==> src/hw/lsl_pkg.sv <==
// constants and register map for the link status lamp driver
package lsl_pkg;
  localparam int          CLK_HZ        = 125_000_000;
  localparam int          BLINK_MS      = 500;
  // half of the blink period, in cycles (toggle every half period)
  localparam int          HALF_CYCLES   = (CLK_HZ / 1000) * BLINK_MS / 2;
  localparam int          CNT_W         = 25;
  localparam logic [3:0]  LAMP_OFF      = 4'hf;
  localparam logic        MODE_RST      = 1'b0;
  // register offsets
  localparam logic [3:0]  ADDR_CTRL     = 4'h0;
  localparam logic [3:0]  ADDR_LAMP_SW  = 4'h4;
  localparam logic [3:0]  ADDR_STATUS   = 4'h8;
  // control fields
  localparam int          CTRL_SW_EN    = 0;
  localparam logic [7:0]  LAMP_SW_RST   = 8'hff;
endpackage

==> src/hw/lsl_lamp_driver.sv <==
// link status lamp driver: two groups of four active-low lamps
//
// Strobed register access and the register addresses were decided locally.
module lsl_lamp_driver #(
  parameter int HALF_CYCLES = lsl_pkg::HALF_CYCLES
) (
  // clock and reset
  input  wire logic       clk,
  input  wire logic       nrst,
  input  wire logic       clk_en,
  // strap and link status
  input  wire logic       lamp_mode_strap,
  input  wire logic [3:0] link0_sync,
  input  wire logic [3:0] link0_traffic,
  input  wire logic [3:0] link1_sync,
  input  wire logic [3:0] link1_traffic,
  // register port
  input  wire logic [3:0] reg_addr,
  input  wire logic [7:0] reg_wdata,
  input  wire logic       reg_wr,
  input  wire logic       reg_rd,
  output logic      [7:0] reg_rdata,
  // lamps
  output logic      [3:0] link0_lamp_n,
  output logic      [3:0] link1_lamp_n
);
  typedef enum logic [1:0] {ST_CATCH = 2'b00, ST_RUN = 2'b01} lsl_state_t;

  lsl_state_t  state_r, state_nxt;
  logic        mode_r, mode_nxt;
  logic [lsl_pkg::CNT_W-1:0] cnt_r, cnt_nxt;
  logic        blink_r, blink_nxt;
  logic        sw_en_r, sw_en_nxt;
  logic [7:0]  sw_lamp_r, sw_lamp_nxt;
  logic [7:0]  rdata_nxt;
  logic [7:0]  lamp_r, lamp_nxt;
  logic [15:0] s1_r, s2_r, s3_r;
  logic [15:0] stat_r, stat_nxt;
  logic [15:0] raw;

  assign raw = {link1_traffic, link1_sync, link0_traffic, link0_sync};

  // per-pair lamp level from sync, traffic and blink phase
  function automatic logic pair_lamp(input logic sy, input logic tr, input logic ph);
    if (!sy) return 1'b1;
    if (tr)  return 1'b0;
    return ph;
  endfunction

  // three-stage pin sampling; a change counts once stages two and three agree
  always_ff @(posedge clk or negedge nrst) begin
    if (!nrst) begin
      s1_r <= 16'h0000;
      s2_r <= 16'h0000;
      s3_r <= 16'h0000;
    end else if (clk_en) begin
      s1_r <= raw;
      s2_r <= s1_r;
      s3_r <= s2_r;
    end
  end

  always_comb begin
    stat_nxt = stat_r;
    for (int i = 0; i < 16; i++) begin
      if (s2_r[i] == s3_r[i]) stat_nxt[i] = s3_r[i];
    end
  end

  // mode strap caught on the first enabled edge after reset release
  always_comb begin
    state_nxt = state_r;
    mode_nxt  = mode_r;
    unique case (state_r)
      ST_CATCH: begin
        mode_nxt  = lamp_mode_strap;
        state_nxt = ST_RUN;
      end
      ST_RUN: begin
      end
      default: state_nxt = ST_CATCH;
    endcase
  end

  // shared blink divider; a slow lamp is acceptable, a stall is not
  always_comb begin
    cnt_nxt   = cnt_r + lsl_pkg::CNT_W'(1);
    blink_nxt = blink_r;
    if (cnt_r >= lsl_pkg::CNT_W'(HALF_CYCLES - 1)) begin
      cnt_nxt   = '0;
      blink_nxt = ~blink_r;
    end
  end

  // register port
  always_comb begin
    sw_en_nxt   = sw_en_r;
    sw_lamp_nxt = sw_lamp_r;
    rdata_nxt   = 8'h00;
    if (reg_wr) begin
      if (reg_addr == lsl_pkg::ADDR_CTRL) sw_en_nxt = reg_wdata[lsl_pkg::CTRL_SW_EN];
      if (reg_addr == lsl_pkg::ADDR_LAMP_SW) sw_lamp_nxt = reg_wdata;
    end
    if (reg_rd) begin
      unique case (reg_addr)
        lsl_pkg::ADDR_CTRL:    rdata_nxt = {6'h00, mode_r, sw_en_r};
        lsl_pkg::ADDR_LAMP_SW: rdata_nxt = sw_lamp_r;
        lsl_pkg::ADDR_STATUS:  rdata_nxt = lamp_r;
        default:               rdata_nxt = 8'h00;
      endcase
    end
  end

  // lamp levels
  always_comb begin
    logic [3:0] sy0, tr0, sy1, tr1;
    sy0 = stat_r[3:0];
    tr0 = stat_r[7:4];
    sy1 = stat_r[11:8];
    tr1 = stat_r[15:12];
    lamp_nxt = {lsl_pkg::LAMP_OFF, lsl_pkg::LAMP_OFF};
    if (state_r != ST_RUN) begin
      lamp_nxt = {lsl_pkg::LAMP_OFF, lsl_pkg::LAMP_OFF};
    end else if (sw_en_r) begin
      lamp_nxt = sw_lamp_r;
    end else if (!mode_r) begin
      for (int i = 0; i < 4; i++) begin
        lamp_nxt[i]   = pair_lamp(sy0[i], tr0[i], blink_r);
        lamp_nxt[4+i] = pair_lamp(sy1[i], tr1[i], blink_r);
      end
    end else begin
      // link counts as synced when any pair is; upper lamps stay off
      lamp_nxt[3:1] = 3'h7;
      lamp_nxt[7:5] = 3'h7;
      lamp_nxt[0] = pair_lamp(|sy0, |(sy0 & tr0), blink_r);
      lamp_nxt[4] = pair_lamp(|sy1, |(sy1 & tr1), blink_r);
    end
  end

  always_ff @(posedge clk or negedge nrst) begin
    if (!nrst) begin
      state_r   <= ST_CATCH;
      mode_r    <= lsl_pkg::MODE_RST;
      cnt_r     <= '0;
      blink_r   <= 1'b1;
      sw_en_r   <= 1'b0;
      sw_lamp_r <= lsl_pkg::LAMP_SW_RST;
      reg_rdata <= 8'h00;
      lamp_r    <= {lsl_pkg::LAMP_OFF, lsl_pkg::LAMP_OFF};
      stat_r    <= 16'h0000;
    end else if (clk_en) begin
      state_r   <= state_nxt;
      mode_r    <= mode_nxt;
      cnt_r     <= cnt_nxt;
      blink_r   <= blink_nxt;
      sw_en_r   <= sw_en_nxt;
      sw_lamp_r <= sw_lamp_nxt;
      reg_rdata <= rdata_nxt;
      lamp_r    <= lamp_nxt;
      stat_r    <= stat_nxt;
    end
  end

  assign link0_lamp_n = lamp_r[3:0];
  assign link1_lamp_n = lamp_r[7:4];

  // checks
  pair_off_a: assert property (@(posedge clk) disable iff (!nrst)
    clk_en && state_r == ST_RUN && !sw_en_r && !mode_r && !stat_r[0]
    |=> link0_lamp_n[0]) else $error("unsynced pair lamp not off");
  far_pair_off_a: assert property (@(posedge clk) disable iff (!nrst)
    clk_en && state_r == ST_RUN && !sw_en_r && !mode_r && !stat_r[10]
    |=> link1_lamp_n[2]) else $error("unsynced pair lamp not off");
  pair_on_a: assert property (@(posedge clk) disable iff (!nrst)
    clk_en && state_r == ST_RUN && !sw_en_r && !mode_r && stat_r[8] && stat_r[12]
    |=> !link1_lamp_n[0]) else $error("active pair lamp not on");
  pair_blink_a: assert property (@(posedge clk) disable iff (!nrst)
    clk_en && state_r == ST_RUN && !sw_en_r && !mode_r && stat_r[1] && !stat_r[5]
    |=> link0_lamp_n[1] == $past(blink_r)) else $error("idle pair not blinking");
  link_upper_a: assert property (@(posedge clk) disable iff (!nrst)
    clk_en && state_r == ST_RUN && !sw_en_r && mode_r
    |=> link0_lamp_n[3:1] == 3'h7 && link1_lamp_n[3:1] == 3'h7)
    else $error("upper lamps lit in link mode");
  link_on_a: assert property (@(posedge clk) disable iff (!nrst)
    clk_en && state_r == ST_RUN && !sw_en_r && mode_r && |(stat_r[3:0] & stat_r[7:4])
    |=> !link0_lamp_n[0]) else $error("active link lamp not on");
  link_off_a: assert property (@(posedge clk) disable iff (!nrst)
    clk_en && state_r == ST_RUN && !sw_en_r && mode_r && stat_r[11:8] == 4'h0
    |=> link1_lamp_n[0]) else $error("unsynced link lamp not off");
  link_blink_a: assert property (@(posedge clk) disable iff (!nrst)
    clk_en && state_r == ST_RUN && !sw_en_r && mode_r && |stat_r[3:0]
    && (stat_r[3:0] & stat_r[7:4]) == 4'h0
    |=> link0_lamp_n[0] == $past(blink_r)) else $error("idle link not blinking");
  sw_drive_a: assert property (@(posedge clk) disable iff (!nrst)
    clk_en && state_r == ST_RUN && sw_en_r
    |=> {link1_lamp_n, link0_lamp_n} == $past(sw_lamp_r)) else $error("software lamps ignored");
  // readback shows the lamp levels that stood at the read edge
  status_read_a: assert property (@(posedge clk) disable iff (!nrst)
    clk_en && reg_rd && reg_addr == lsl_pkg::ADDR_STATUS
    |=> reg_rdata == $past({link1_lamp_n, link0_lamp_n}))
    else $error("status readback wrong");
  read_idle_a: assert property (@(posedge clk) disable iff (!nrst)
    clk_en && !reg_rd |=> reg_rdata == 8'h00) else $error("read data held too long");
  mode_hold_a: assert property (@(posedge clk) disable iff (!nrst)
    state_r == ST_RUN |=> $stable(mode_r)) else $error("mode changed after catch");
  strap_catch_a: assert property (@(posedge clk) disable iff (!nrst)
    clk_en && state_r == ST_CATCH
    |=> state_r == ST_RUN && mode_r == $past(lamp_mode_strap)) else $error("strap not caught");
  // the phase turns only on the last count of each half period
  blink_step_a: assert property (@(posedge clk) disable iff (!nrst)
    clk_en && cnt_r != lsl_pkg::CNT_W'(HALF_CYCLES - 1) |=> $stable(blink_r))
    else $error("blink moved early");
  blink_turn_a: assert property (@(posedge clk) disable iff (!nrst)
    clk_en && cnt_r == lsl_pkg::CNT_W'(HALF_CYCLES - 1) |=> blink_r != $past(blink_r))
    else $error("blink did not turn");
  groups_a: assert property (@(posedge clk) disable iff (!nrst)
    state_r != ST_RUN |-> {link1_lamp_n, link0_lamp_n} == 8'hff) else $error("lamps lit early");
endmodule

==> config.mk <==
export PLATFORM = sky130hd
export DESIGN_NAME = lsl_lamp_driver
export DESIGN_NICKNAME = d
export VERILOG_FILES = /design/src/hw/lsl_pkg.sv /design/src/hw/lsl_lamp_driver.sv
export SDC_FILE = /design/constraint.sdc
export NUM_CORES = 1
export LEC_CHECK = 0
export ABC_AREA = 1
export CAP_MARGIN = 40
export CORE_ASPECT_RATIO = 2
export CORE_UTILIZATION = 30
export DETAILED_ROUTE_END_ITERATION = 10
export DONT_BUFFER_PORTS = 1
export SYNTH_ARGS = -nofsm -noshare
export SYNTH_HDL_FRONTEND = slang
export SYNTH_SLANG_ARGS = --single-unit
==> constraint.sdc <==
create_clock -name clk -period 1.4 [get_ports clk]
set_input_delay 0 -clock clk [delete_from_list [all_inputs] [get_ports clk]]
set_output_delay 0 -clock clk [all_outputs]
set_load 0.05 [all_outputs]
==> results of run 1 <==
==> final cells by class <==
cell class,instances,area (um^2),share of cell area [%]
Clock buffer,21,470,5.82
Clock inverter,11,171,2.12
Inverter,63,240,2.97
Multi-Input combinational cell,444,2430,30.0
Sequential cell,117,2960,36.6
Tap cell,213,267,3.30
Timing Repair Buffer,166,1540,19.1
Timing Repair inverter,1,7.51,0.0929
==> synth_stat cells, types with 2 or more instances <==
library cell	instances	area, um^2
nand2_1	204	766
dfrtp_1	100	2500
o21ai_0	64	320
inv_1	61	229
nor2_1	42	158
nand3_1	32	160
a21oi_1	29	145
dfstp_2	17	447
buf_2	10	50.1
nand4_1	9	56.3
a22o_1	8	70.1
clkbuf_1	8	30.0
xor2_1	7	61.3
a21oi_2	6	52.6
a22oi_1	6	45.0
mux2_2	6	67.6
nand2_2	5	31.3
nor2_2	5	31.3
xnor2_1	5	43.8
nor3_1	4	20.0
o211ai_1	3	22.5
buf_1	2	7.51
buf_6	2	22.5
nor2_4	2	22.5
==> report_power, final <==
group,total [mW],switching [mW],internal (mW)
clock,4.73,1.60,3.13
combinational,1.94,1.05,0.886
sequential,4.27,0.378,3.89
==> repair_timing <==
action,CTS,global route
endpoints found under the setup margin,28,35
setup buffers,5,6
hold buffers,89,1
cloned,0,2
pin swaps,17,9
gates resized for setup,48,53
endpoints found under the hold margin,223,118
==> how the worst max path moves through the flow <==
stage	slack (ns)	endpoint
floorplan	-0.05	cnt_r[20]
global placement	-0.16	lamp_r[0]
detailed placement	-0.16	lamp_r[0]
CTS	-0.12	cnt_r[12]
global route	-0.19	cnt_r[9]
finish	-0.13	cnt_r[12]
==> kinds of logic after synthesis <==
logic type	share of synthesized area (%)
AOI/OAI and AO/OA	12.3
xor gates and xnor gates	1.93
adders and majority gates	0.230
buffers and inverters	6.38
DFF	54.3
muxes	1.24
and+or+nand+nor	23.7
==> critical path, cell delays in order, from the launching register on <==
cell and delay, ns:
dfrtp_1 0.39, inv_1 0.10, nor2_2 0.10, nand2_1 0.12
nor3_2 0.22, nand2_2 0.09, nand3_4 0.18, buf_8 0.16
a21oi_2 0.05
==> flip-flops by register name, indices dropped and copies added (netlist names) <==
name and count:
lamp_r 8, stat_r 16, mode_r 1, s2_r 16, blink_r 1, reg_rdata 8, state_r 1, s1_r 16
sw_en_r 1, cnt_r 25, s3_r 16, sw_lamp_r 8
==> routing by layer <==
| layer | share of wire (%) | wire [um] |
|---|---|---|
| met3 | 2.8 | 405 |
| met2 | 55 | 7890 |
| met5 | 0 | 0 |
| met1 | 38 | 5460 |
| met4 | 4.4 | 630 |
==> metrics by stage <==
step                area [um^2]  hold WS (ns)  setup TNS (ns)  utilization, %
floorplan                  5440        -0.296         -0.0487               -
global placement           6100        -0.290           -3.05            34.3
detailed placement         6100        -0.292           -3.35            34.3
CTS                        7840        -0.739           -2.18            44.1
global route               8080        -0.735           -4.59            45.4
finish                     8080        -0.723           -2.93            45.4
==> results.yml, run 1 <==
synthesis:
  syn-instance-count: 646
  ys_seq_area_share_pct: 54.3
  async_flop_share_pct: 100
  syn-num-nets: 681
  synth-seq-cells: 117
  synth.distinct_cells: 33
  yosys_warnings: 0
  yosys_most_used_dff: "dfrtp_1"
  synth_edf_count: 0
  avgSynthCellArea_um2: 8.41
  mappedNetlistArea_um2: 5440
run_status:
  status: "complete, but fails checks"
  violations: "hold timing, setup timing"
floorplanning:
  core_um2: 17800
  die_height_um: 192
  start_util_pct: 30.6
  die_w_um: 97.2
  rows: 69
  die_area_um2: 18700
  num_io_pins: 50
routing:
  drc: 0
  ant_nets: 0
  vias: 4895
  drt-initial-drc-count: 235
  post_drt_wl_per_cell_um: 13.9
  drt_pass1_iterations: 4
  finalWirelength_mm: 14.4
  routed_via_density: 4.72
cts:
  clock_sinks: 117
  cts_buffers: 17
  cts_buffer_depth: 2
  insertion_delay_ns: 0.42
  cts_tree: "built"
  clk_pin_slew_ns: 0.06
  cts_root_buf: "clkbuf_16"
  h-tree-depth: 4
sta:
  fin_crit_sh_pct: 109
  finalHoldViolCount: 118
  slew_viol_final: 0
  min_period_ns: 1.53
  relSlewSlack_pct: 77.1
  setup_slack_ns: -0.129
  rsz0062_at_grt: "yes"
  setup_violations: 28
  tightestPinTransition_ns: 0.342
  max_freq_mhz: 654
  clock_skew_ns: 0.00705
  hold_ws_ns: -0.723
worst_setup_path:
  cp-start-kind: "flop"
  critPathCaptureType: "flop"
  rr_worst_depth: 8
  rr_endpoint: "cnt_r[12]"
  startpoint: "cnt_r[6]"
  path_max_fanout: 8
  crit_arrival_ns: 1.82
  worst-endpoint-required_ns: 1.69
  timing.rr.start: "cnt_r[6]"
  r2r_slack_ns: -0.13
  crit_type: "reg -> reg"
global_routing:
  gr-total-overflow: 0
  grt_antenna_before_repair: 0
  grt_max_degree: 118
  grt_usage_pct: 15.8
  grt_use_met1_pct: 15.9
  top_usage_layer: "met2"
  grt_pass1_wl_mm: 23.3
  grt_use_met3_pct: 2.61
  met2_usage_pct: 29.1
  first_global_vias: 4901
placed_design:
  dp_hpwl_mm: 8.98
  dp_worst_setup_slack_ns: -0.163
  finalWeightedCongestion: 0.836
  dp.cells: 903
  portBuffers: 0
layout:
  nNetsFinal: 845
  final_cells: 1036
  mostFrequentLayoutCell: "nand2_1"
  diodes: 0
  drive_gt1_share_pct: 27.2
  area_delta_synth_final_pct: 48.6
  fillers: 1712
  mostFrequentLayoutCells: "189 x nand2_1, 95 x dfrtp_1, 86 x dlygate4sd3_1"
pwr:
  vdd_drop_max_mv: 0.876
  power.total_mw: 10.9
  static-leakage-power_nw: 3.78
  powerDensity_nw_per_um2: 1350
flow_run:
  maxCapViolCount: 0
min_path:
  hold_class: "in -> async"
No activity file was read; power rests on OpenSTA's default activity.
==> run 2: changes to the inputs <==
--- a/config.mk
+++ b/config.mk
@@ -11,6 +11,8 @@
 export CORE_UTILIZATION = 30
 export DETAILED_ROUTE_END_ITERATION = 10
 export DONT_BUFFER_PORTS = 1
+export SKIP_CTS_REPAIR_TIMING = 1
+export SLEW_MARGIN = 20
 export SYNTH_ARGS = -nofsm -noshare
 export SYNTH_HDL_FRONTEND = slang
 export SYNTH_SLANG_ARGS = --single-unit
==> results.yml, run 2 (synthesis gave the netlist of run 1 again) <==
cts:
  cts_tree: "built"
  cts_root_buf: "clkbuf_16"
  cts_buffer_depth: 2
  clock_sinks: 117
  insertion_delay_ns: 0.42
  cts_buffers: 17
  h-tree-depth: 4
  clk_pin_slew_ns: 0.06
floorplanning:
  die_height_um: 192
  start_util_pct: 30.6
  die_w_um: 97.2
  core_um2: 17800
  rows: 69
  die_area_um2: 18700
  num_io_pins: 50
pwr:
  power.total_mw: 10.8
  internal_power_mw: 7.85
  pwr-share-comb_pct: 17.0
  powerDensity_nw_per_um2: 1380
  pwr-share-seq_pct: 39.4
  switching_share_pct: 27.4
  p_clk_share_pct: 43.6
  vdd_drop_max_mv: 0.891
  p_switching_mw: 2.96
  static-leakage-power_nw: 3.68
sta:
  finalHoldViolCount: 121
  clock_skew_ns: 0.00675
  setup_violations: 33
  rsz0062_at_grt: "yes"
  setup_slack_ns: -0.133
  fin_crit_sh_pct: 110
  max_freq_mhz: 652
  hold_ws_ns: -0.724
  relSlewSlack_pct: 73.9
  tightestPinTransition_ns: 0.391
  slew_viol_final: 0
  final.setup.tns_ns: -2.56
  min_period_ns: 1.53
worst_setup_path:
  crit_end: "cnt_r[16]"
  critPathCaptureType: "flop"
  path_max_fanout: 8
  timing.rr.start: "cnt_r[9]"
  r2r_slack_ns: -0.13
  rr_worst_depth: 8
  worst-endpoint-required_ns: 1.69
  startpoint: "cnt_r[9]"
  crit_arrival_ns: 1.82
  cp-start-kind: "flop"
  crit_type: "reg -> reg"
  rr_endpoint: "cnt_r[16]"
placed_design:
  finalWeightedCongestion: 0.836
  portBuffers: 0
  dp_hpwl_mm: 8.98
routing:
  drc: 0
  post_drt_wl_per_cell_um: 13.7
  vias: 4835
  finalWirelength_mm: 14.0
  ant_nets: 0
  drt_pass1_iterations: 4
  drt-initial-drc-count: 255
  routed_via_density: 4.75
run_status:
  status: "complete, but fails checks"
  violations: "hold timing, setup timing"
global_routing:
  gr-total-overflow: 0
  grt_pass1_wl_mm: 21.6
  first_global_vias: 4458
  grt_max_degree: 118
  grt_usage_pct: 14.7
  grt_antenna_before_repair: 0
layout:
  seq_area_um2: 2950
  mostFrequentLayoutCell: "nand2_1"
  multiInputGateArea_um2: 2350
  fin_util_pct: 43.9
  regMostFlops: "cnt_r"
  area_delta_synth_final_pct: 43.8
  largest_reg_flops: 25
  diodes: 0
  fillers: 1751
  nNetsFinal: 826
  mostFrequentLayoutCells: "195 x nand2_1, 96 x dfrtp_1, 78 x dlygate4sd3_1"
  drive_gt1_share_pct: 24.4
min_path:
  hold_class: "in -> async"
flow_run:
  maxCapViolCount: 0
## run 2: changes by cell type in the layout (fill, tap and decap cells not counted), sizes merged
| cell | change |
|---|---|
| buf | -8 |
| clkbuf | -1 |
| clkinvlp | -2 |
| dlygate4sd3 | -8 |
| dlymetal6s4s | -1 |
| inv | +1 |
## run 2: final cells by class
type | count | share of cell area (%)
Clock buffer | 21 | 6.02
Tap cell | 213 | 3.41
Multi-Input combinational cell | 444 | 30.1
Timing Repair Buffer | 148 | 17.4
Sequential cell | 117 | 37.8
Clock inverter | 11 | 2.19
Inverter | 63 | 3.03
## run 2: worst min path at each step
stage               startpoint        to  slack, ns
floorplan                 nrst  cnt_r[0]      -0.30
global placement          nrst   s1_r[1]      -0.29
detailed placement        nrst   s1_r[1]      -0.29
CTS                       nrst   s1_r[1]      -0.74
global route              nrst   s1_r[1]      -0.73
finish                    nrst   s1_r[1]      -0.72
## run 2: per-stage QoR
step	cells	instance area [um^2]	worst slack (ns)
floorplan	646	5440	-0.0487
global placement	903	6100	-0.157
detailed placement	903	6100	-0.163
CTS	935	6750	-0.177
global route	1017	7810	-0.196
finish	1017	7810	-0.133
## run 2: power groups by stage
stage          Combinational [mW]  Sequential [mW]  Clock, mW
2_1_floorplan               0.836             4.38          0
3_3_place_gp                 1.40             4.26          0
3_5_place_dp                 1.43             4.27          0
4_1_cts                      1.43             4.22       4.81
5_1_grt                      2.05             4.31       4.93
6_report                     1.84             4.26       4.71
## run 2: worst max-delay path, cell delays in order, from the launching register on
cell     delay (ns)
dfrtp_2        0.41
nand2_2        0.11
nor2_1         0.10
nand3_1        0.09
nor2_2         0.17
nand2_1        0.11
nand3_4        0.16
buf_6          0.17
a21oi_1        0.07
## run 2: layer usage
layer  track usage, %  part of all wire, %
met5                0                    0
met2             26.2                   54
met4             10.9                  4.9
met3             2.46                  2.7
met1             15.5                   38
==> run 3: changes to the inputs <==
--- a/config.mk
+++ b/config.mk
@@ -9,6 +9,7 @@
 export CAP_MARGIN = 40
 export CORE_ASPECT_RATIO = 2
 export CORE_UTILIZATION = 30
+export CTS_BUF_LIST = sky130_fd_sc_hd__clkbuf_4
 export DETAILED_ROUTE_END_ITERATION = 10
 export DONT_BUFFER_PORTS = 1
 export SKIP_CTS_REPAIR_TIMING = 1
==> results.yml, run 3 (synthesis gave the netlist of run 1 again) <==
pwr:
  powerDensity_nw_per_um2: 1160
  vdd_drop_max_mv: 0.503
  static-leakage-power_nw: 3.66
  power.total_mw: 8.92
layout:
  area_delta_synth_final_pct: 41.2
  regMostFlops: "cnt_r"
  final_cells: 1039
  drive_gt1_share_pct: 23.2
  fillers: 1815
  mostFrequentLayoutCells: "197 x nand2_1, 97 x dfrtp_1, 95 x dlygate4sd3_1"
  largest_reg_flops: 25
  mostFrequentLayoutCell: "nand2_1"
  final_cell_area_um2: 7670
  nNetsFinal: 847
sta:
  finalHoldViolCount: 119
  tightestPinTransition_ns: 0.400
  relSlewSlack_pct: 73.2
  rsz0062_at_grt: "yes"
  clock_skew_ns: 0.0193
  min_period_ns: 1.56
  setup_violations: 27
  fin_crit_sh_pct: 111
  hold_ws_ns: -0.843
  slew_viol_final: 0
  max_freq_mhz: 642
  setup_slack_ns: -0.158
worst_setup_path:
  crit_chain: "buf_16 > dlygate4sd3_1 > buf_12 > dlygate4sd3_1 > nor2_1 > a21oi_1"
  path_max_fanout: 43
  crit_arrival_ns: 2.01
  worst_path_most_repeated_cell: "dlygate4sd3_1"
  cp_slowest_cell: "dlygate4sd3_1"
  timing.rr.start: "cnt_r[11]"
  path_buf_inv: 4
  cp-start-kind: "input pin"
  rr_endpoint: "cnt_r[16]"
  rr_worst_depth: 8
  r2r_slack_ns: -0.13
  worst-endpoint-required_ns: 1.85
  crit_type: "in -> reg"
  slowest_delay_ns: 0.75
  critPathCaptureType: "flop"
  crit_family: "buffers and inverters"
routing:
  wl_met1_mm: 5.54
  drt-initial-drc-count: 199
  finalWirelength_mm: 14.4
  vias: 4886
  ant_nets: 0
  routed_via_density: 4.70
  top_layer: "met4"
  drt_pass1_iterations: 4
  route.met3.wl_um: 360
  drc: 0
  post_drt_wl_per_cell_um: 13.9
  wl_met2_mm: 7.86
floorplanning:
  start_util_pct: 30.6
  die_w_um: 97.2
  die_area_um2: 18700
  core_um2: 17800
  die_height_um: 192
  num_io_pins: 50
  rows: 69
cts:
  clock_sinks: 117
  insertion_delay_ns: 0.53
  cts_tree: "built"
  cts_root_buf: "clkbuf_4"
  cts_buffers: 17
  cts_buffer_depth: 2
  clk_pin_slew_ns: 0.11
  h-tree-depth: 4
placed_design:
  finalWeightedCongestion: 0.836
  portBuffers: 0
  postPlaceCellArea_um2: 6100
  dp.cells: 903
  dp_hpwl_mm: 8.98
min_path:
  hold_class: "in -> async"
global_routing:
  grt_pass1_wl_mm: 21.4
  grt_antenna_before_repair: 1
  grt_max_degree: 118
  gr-total-overflow: 0
  grt_usage_pct: 14.6
  first_global_vias: 4379
run_status:
  status: "complete, but fails checks"
  violations: "hold timing, setup timing"
flow_run:
  maxCapViolCount: 0
run 3: cell types whose count changed in the layout (fill, tap and decap cells not counted), sizes merged:
cell         change
buf              +4
clkbuf           -3
diode            +1
dlygate4sd3     +17
clkinv           +3
run 3: area by class of cell:
cell class / instances / area, um^2 / area share, %
timing repair buffer: 169 / 1570 / 20.5
multi-input combinational: 444 / 2320 / 30.3
antenna: 1 / 2.50 / 0.0326
inverter: 63 / 236 / 3.08
clock buffer: 18 / 135 / 1.76
clock inverter: 14 / 183 / 2.38
sequential: 117 / 2950 / 38.5
tap: 213 / 267 / 3.47
run 3: where the power goes:
part | total [mW] | leakage, nW | switching [mW] | internal, mW
combinational | 1.91 | 2.06 | 1.03 | 0.886
sequential | 4.24 | 1.43 | 0.367 | 3.88
clock | 2.77 | 0.165 | 1.34 | 1.43
total | 8.92 | 3.66 | 2.73 | 6.19
run 3: how the worst max path moves through the flow:
| stage | from | slack, ns | cells after the start | endpoint |
|---|---|---|---|---|
| global route | cnt_r[1] | -0.18 | 9 | cnt_r[17] |
| finish | clk_en | -0.16 | 6 | lamp_r[0] |
| floorplan | cnt_r[0] | -0.05 | 9 | cnt_r[20] |
| global placement | blink_r | -0.16 | 6 | lamp_r[0] |
| detailed placement | blink_r | -0.16 | 6 | lamp_r[0] |
| CTS | blink_r | -0.20 | 6 | lamp_r[0] |
run 3: layer usage:
metal | global-route usage (%) | vias to the layer above
met2 | 25.9 | 96
met1 | 15.3 | 2325
li1 | - | 2427
met3 | 2.93 | 38
met5 | 0 | -
met4 | 10.5 | 0
run 3: worst register-to-register path, cell delays in order (launching register included):
cell and delay [ns]:
dfrtp_1 0.46, nand2_2 0.11, nand2_1 0.05, nand2_1 0.05
nand2_1 0.07, a21oi_2 0.18, nand3_4 0.18, buf_6 0.19
a21oi_1 0.15
run 3: stage by stage:
stage | worst slack (ns) | setup TNS [ns] | utilization [%]
after floorplan | -0.0487 | -0.0487 | -
after global placement | -0.157 | -3.05 | 34.3
after detailed placement | -0.163 | -3.35 | 34.3
after CTS | -0.199 | -4.03 | 36.1
after global routing | -0.184 | -4.37 | 43.2
final | -0.158 | -2.36 | 43.2
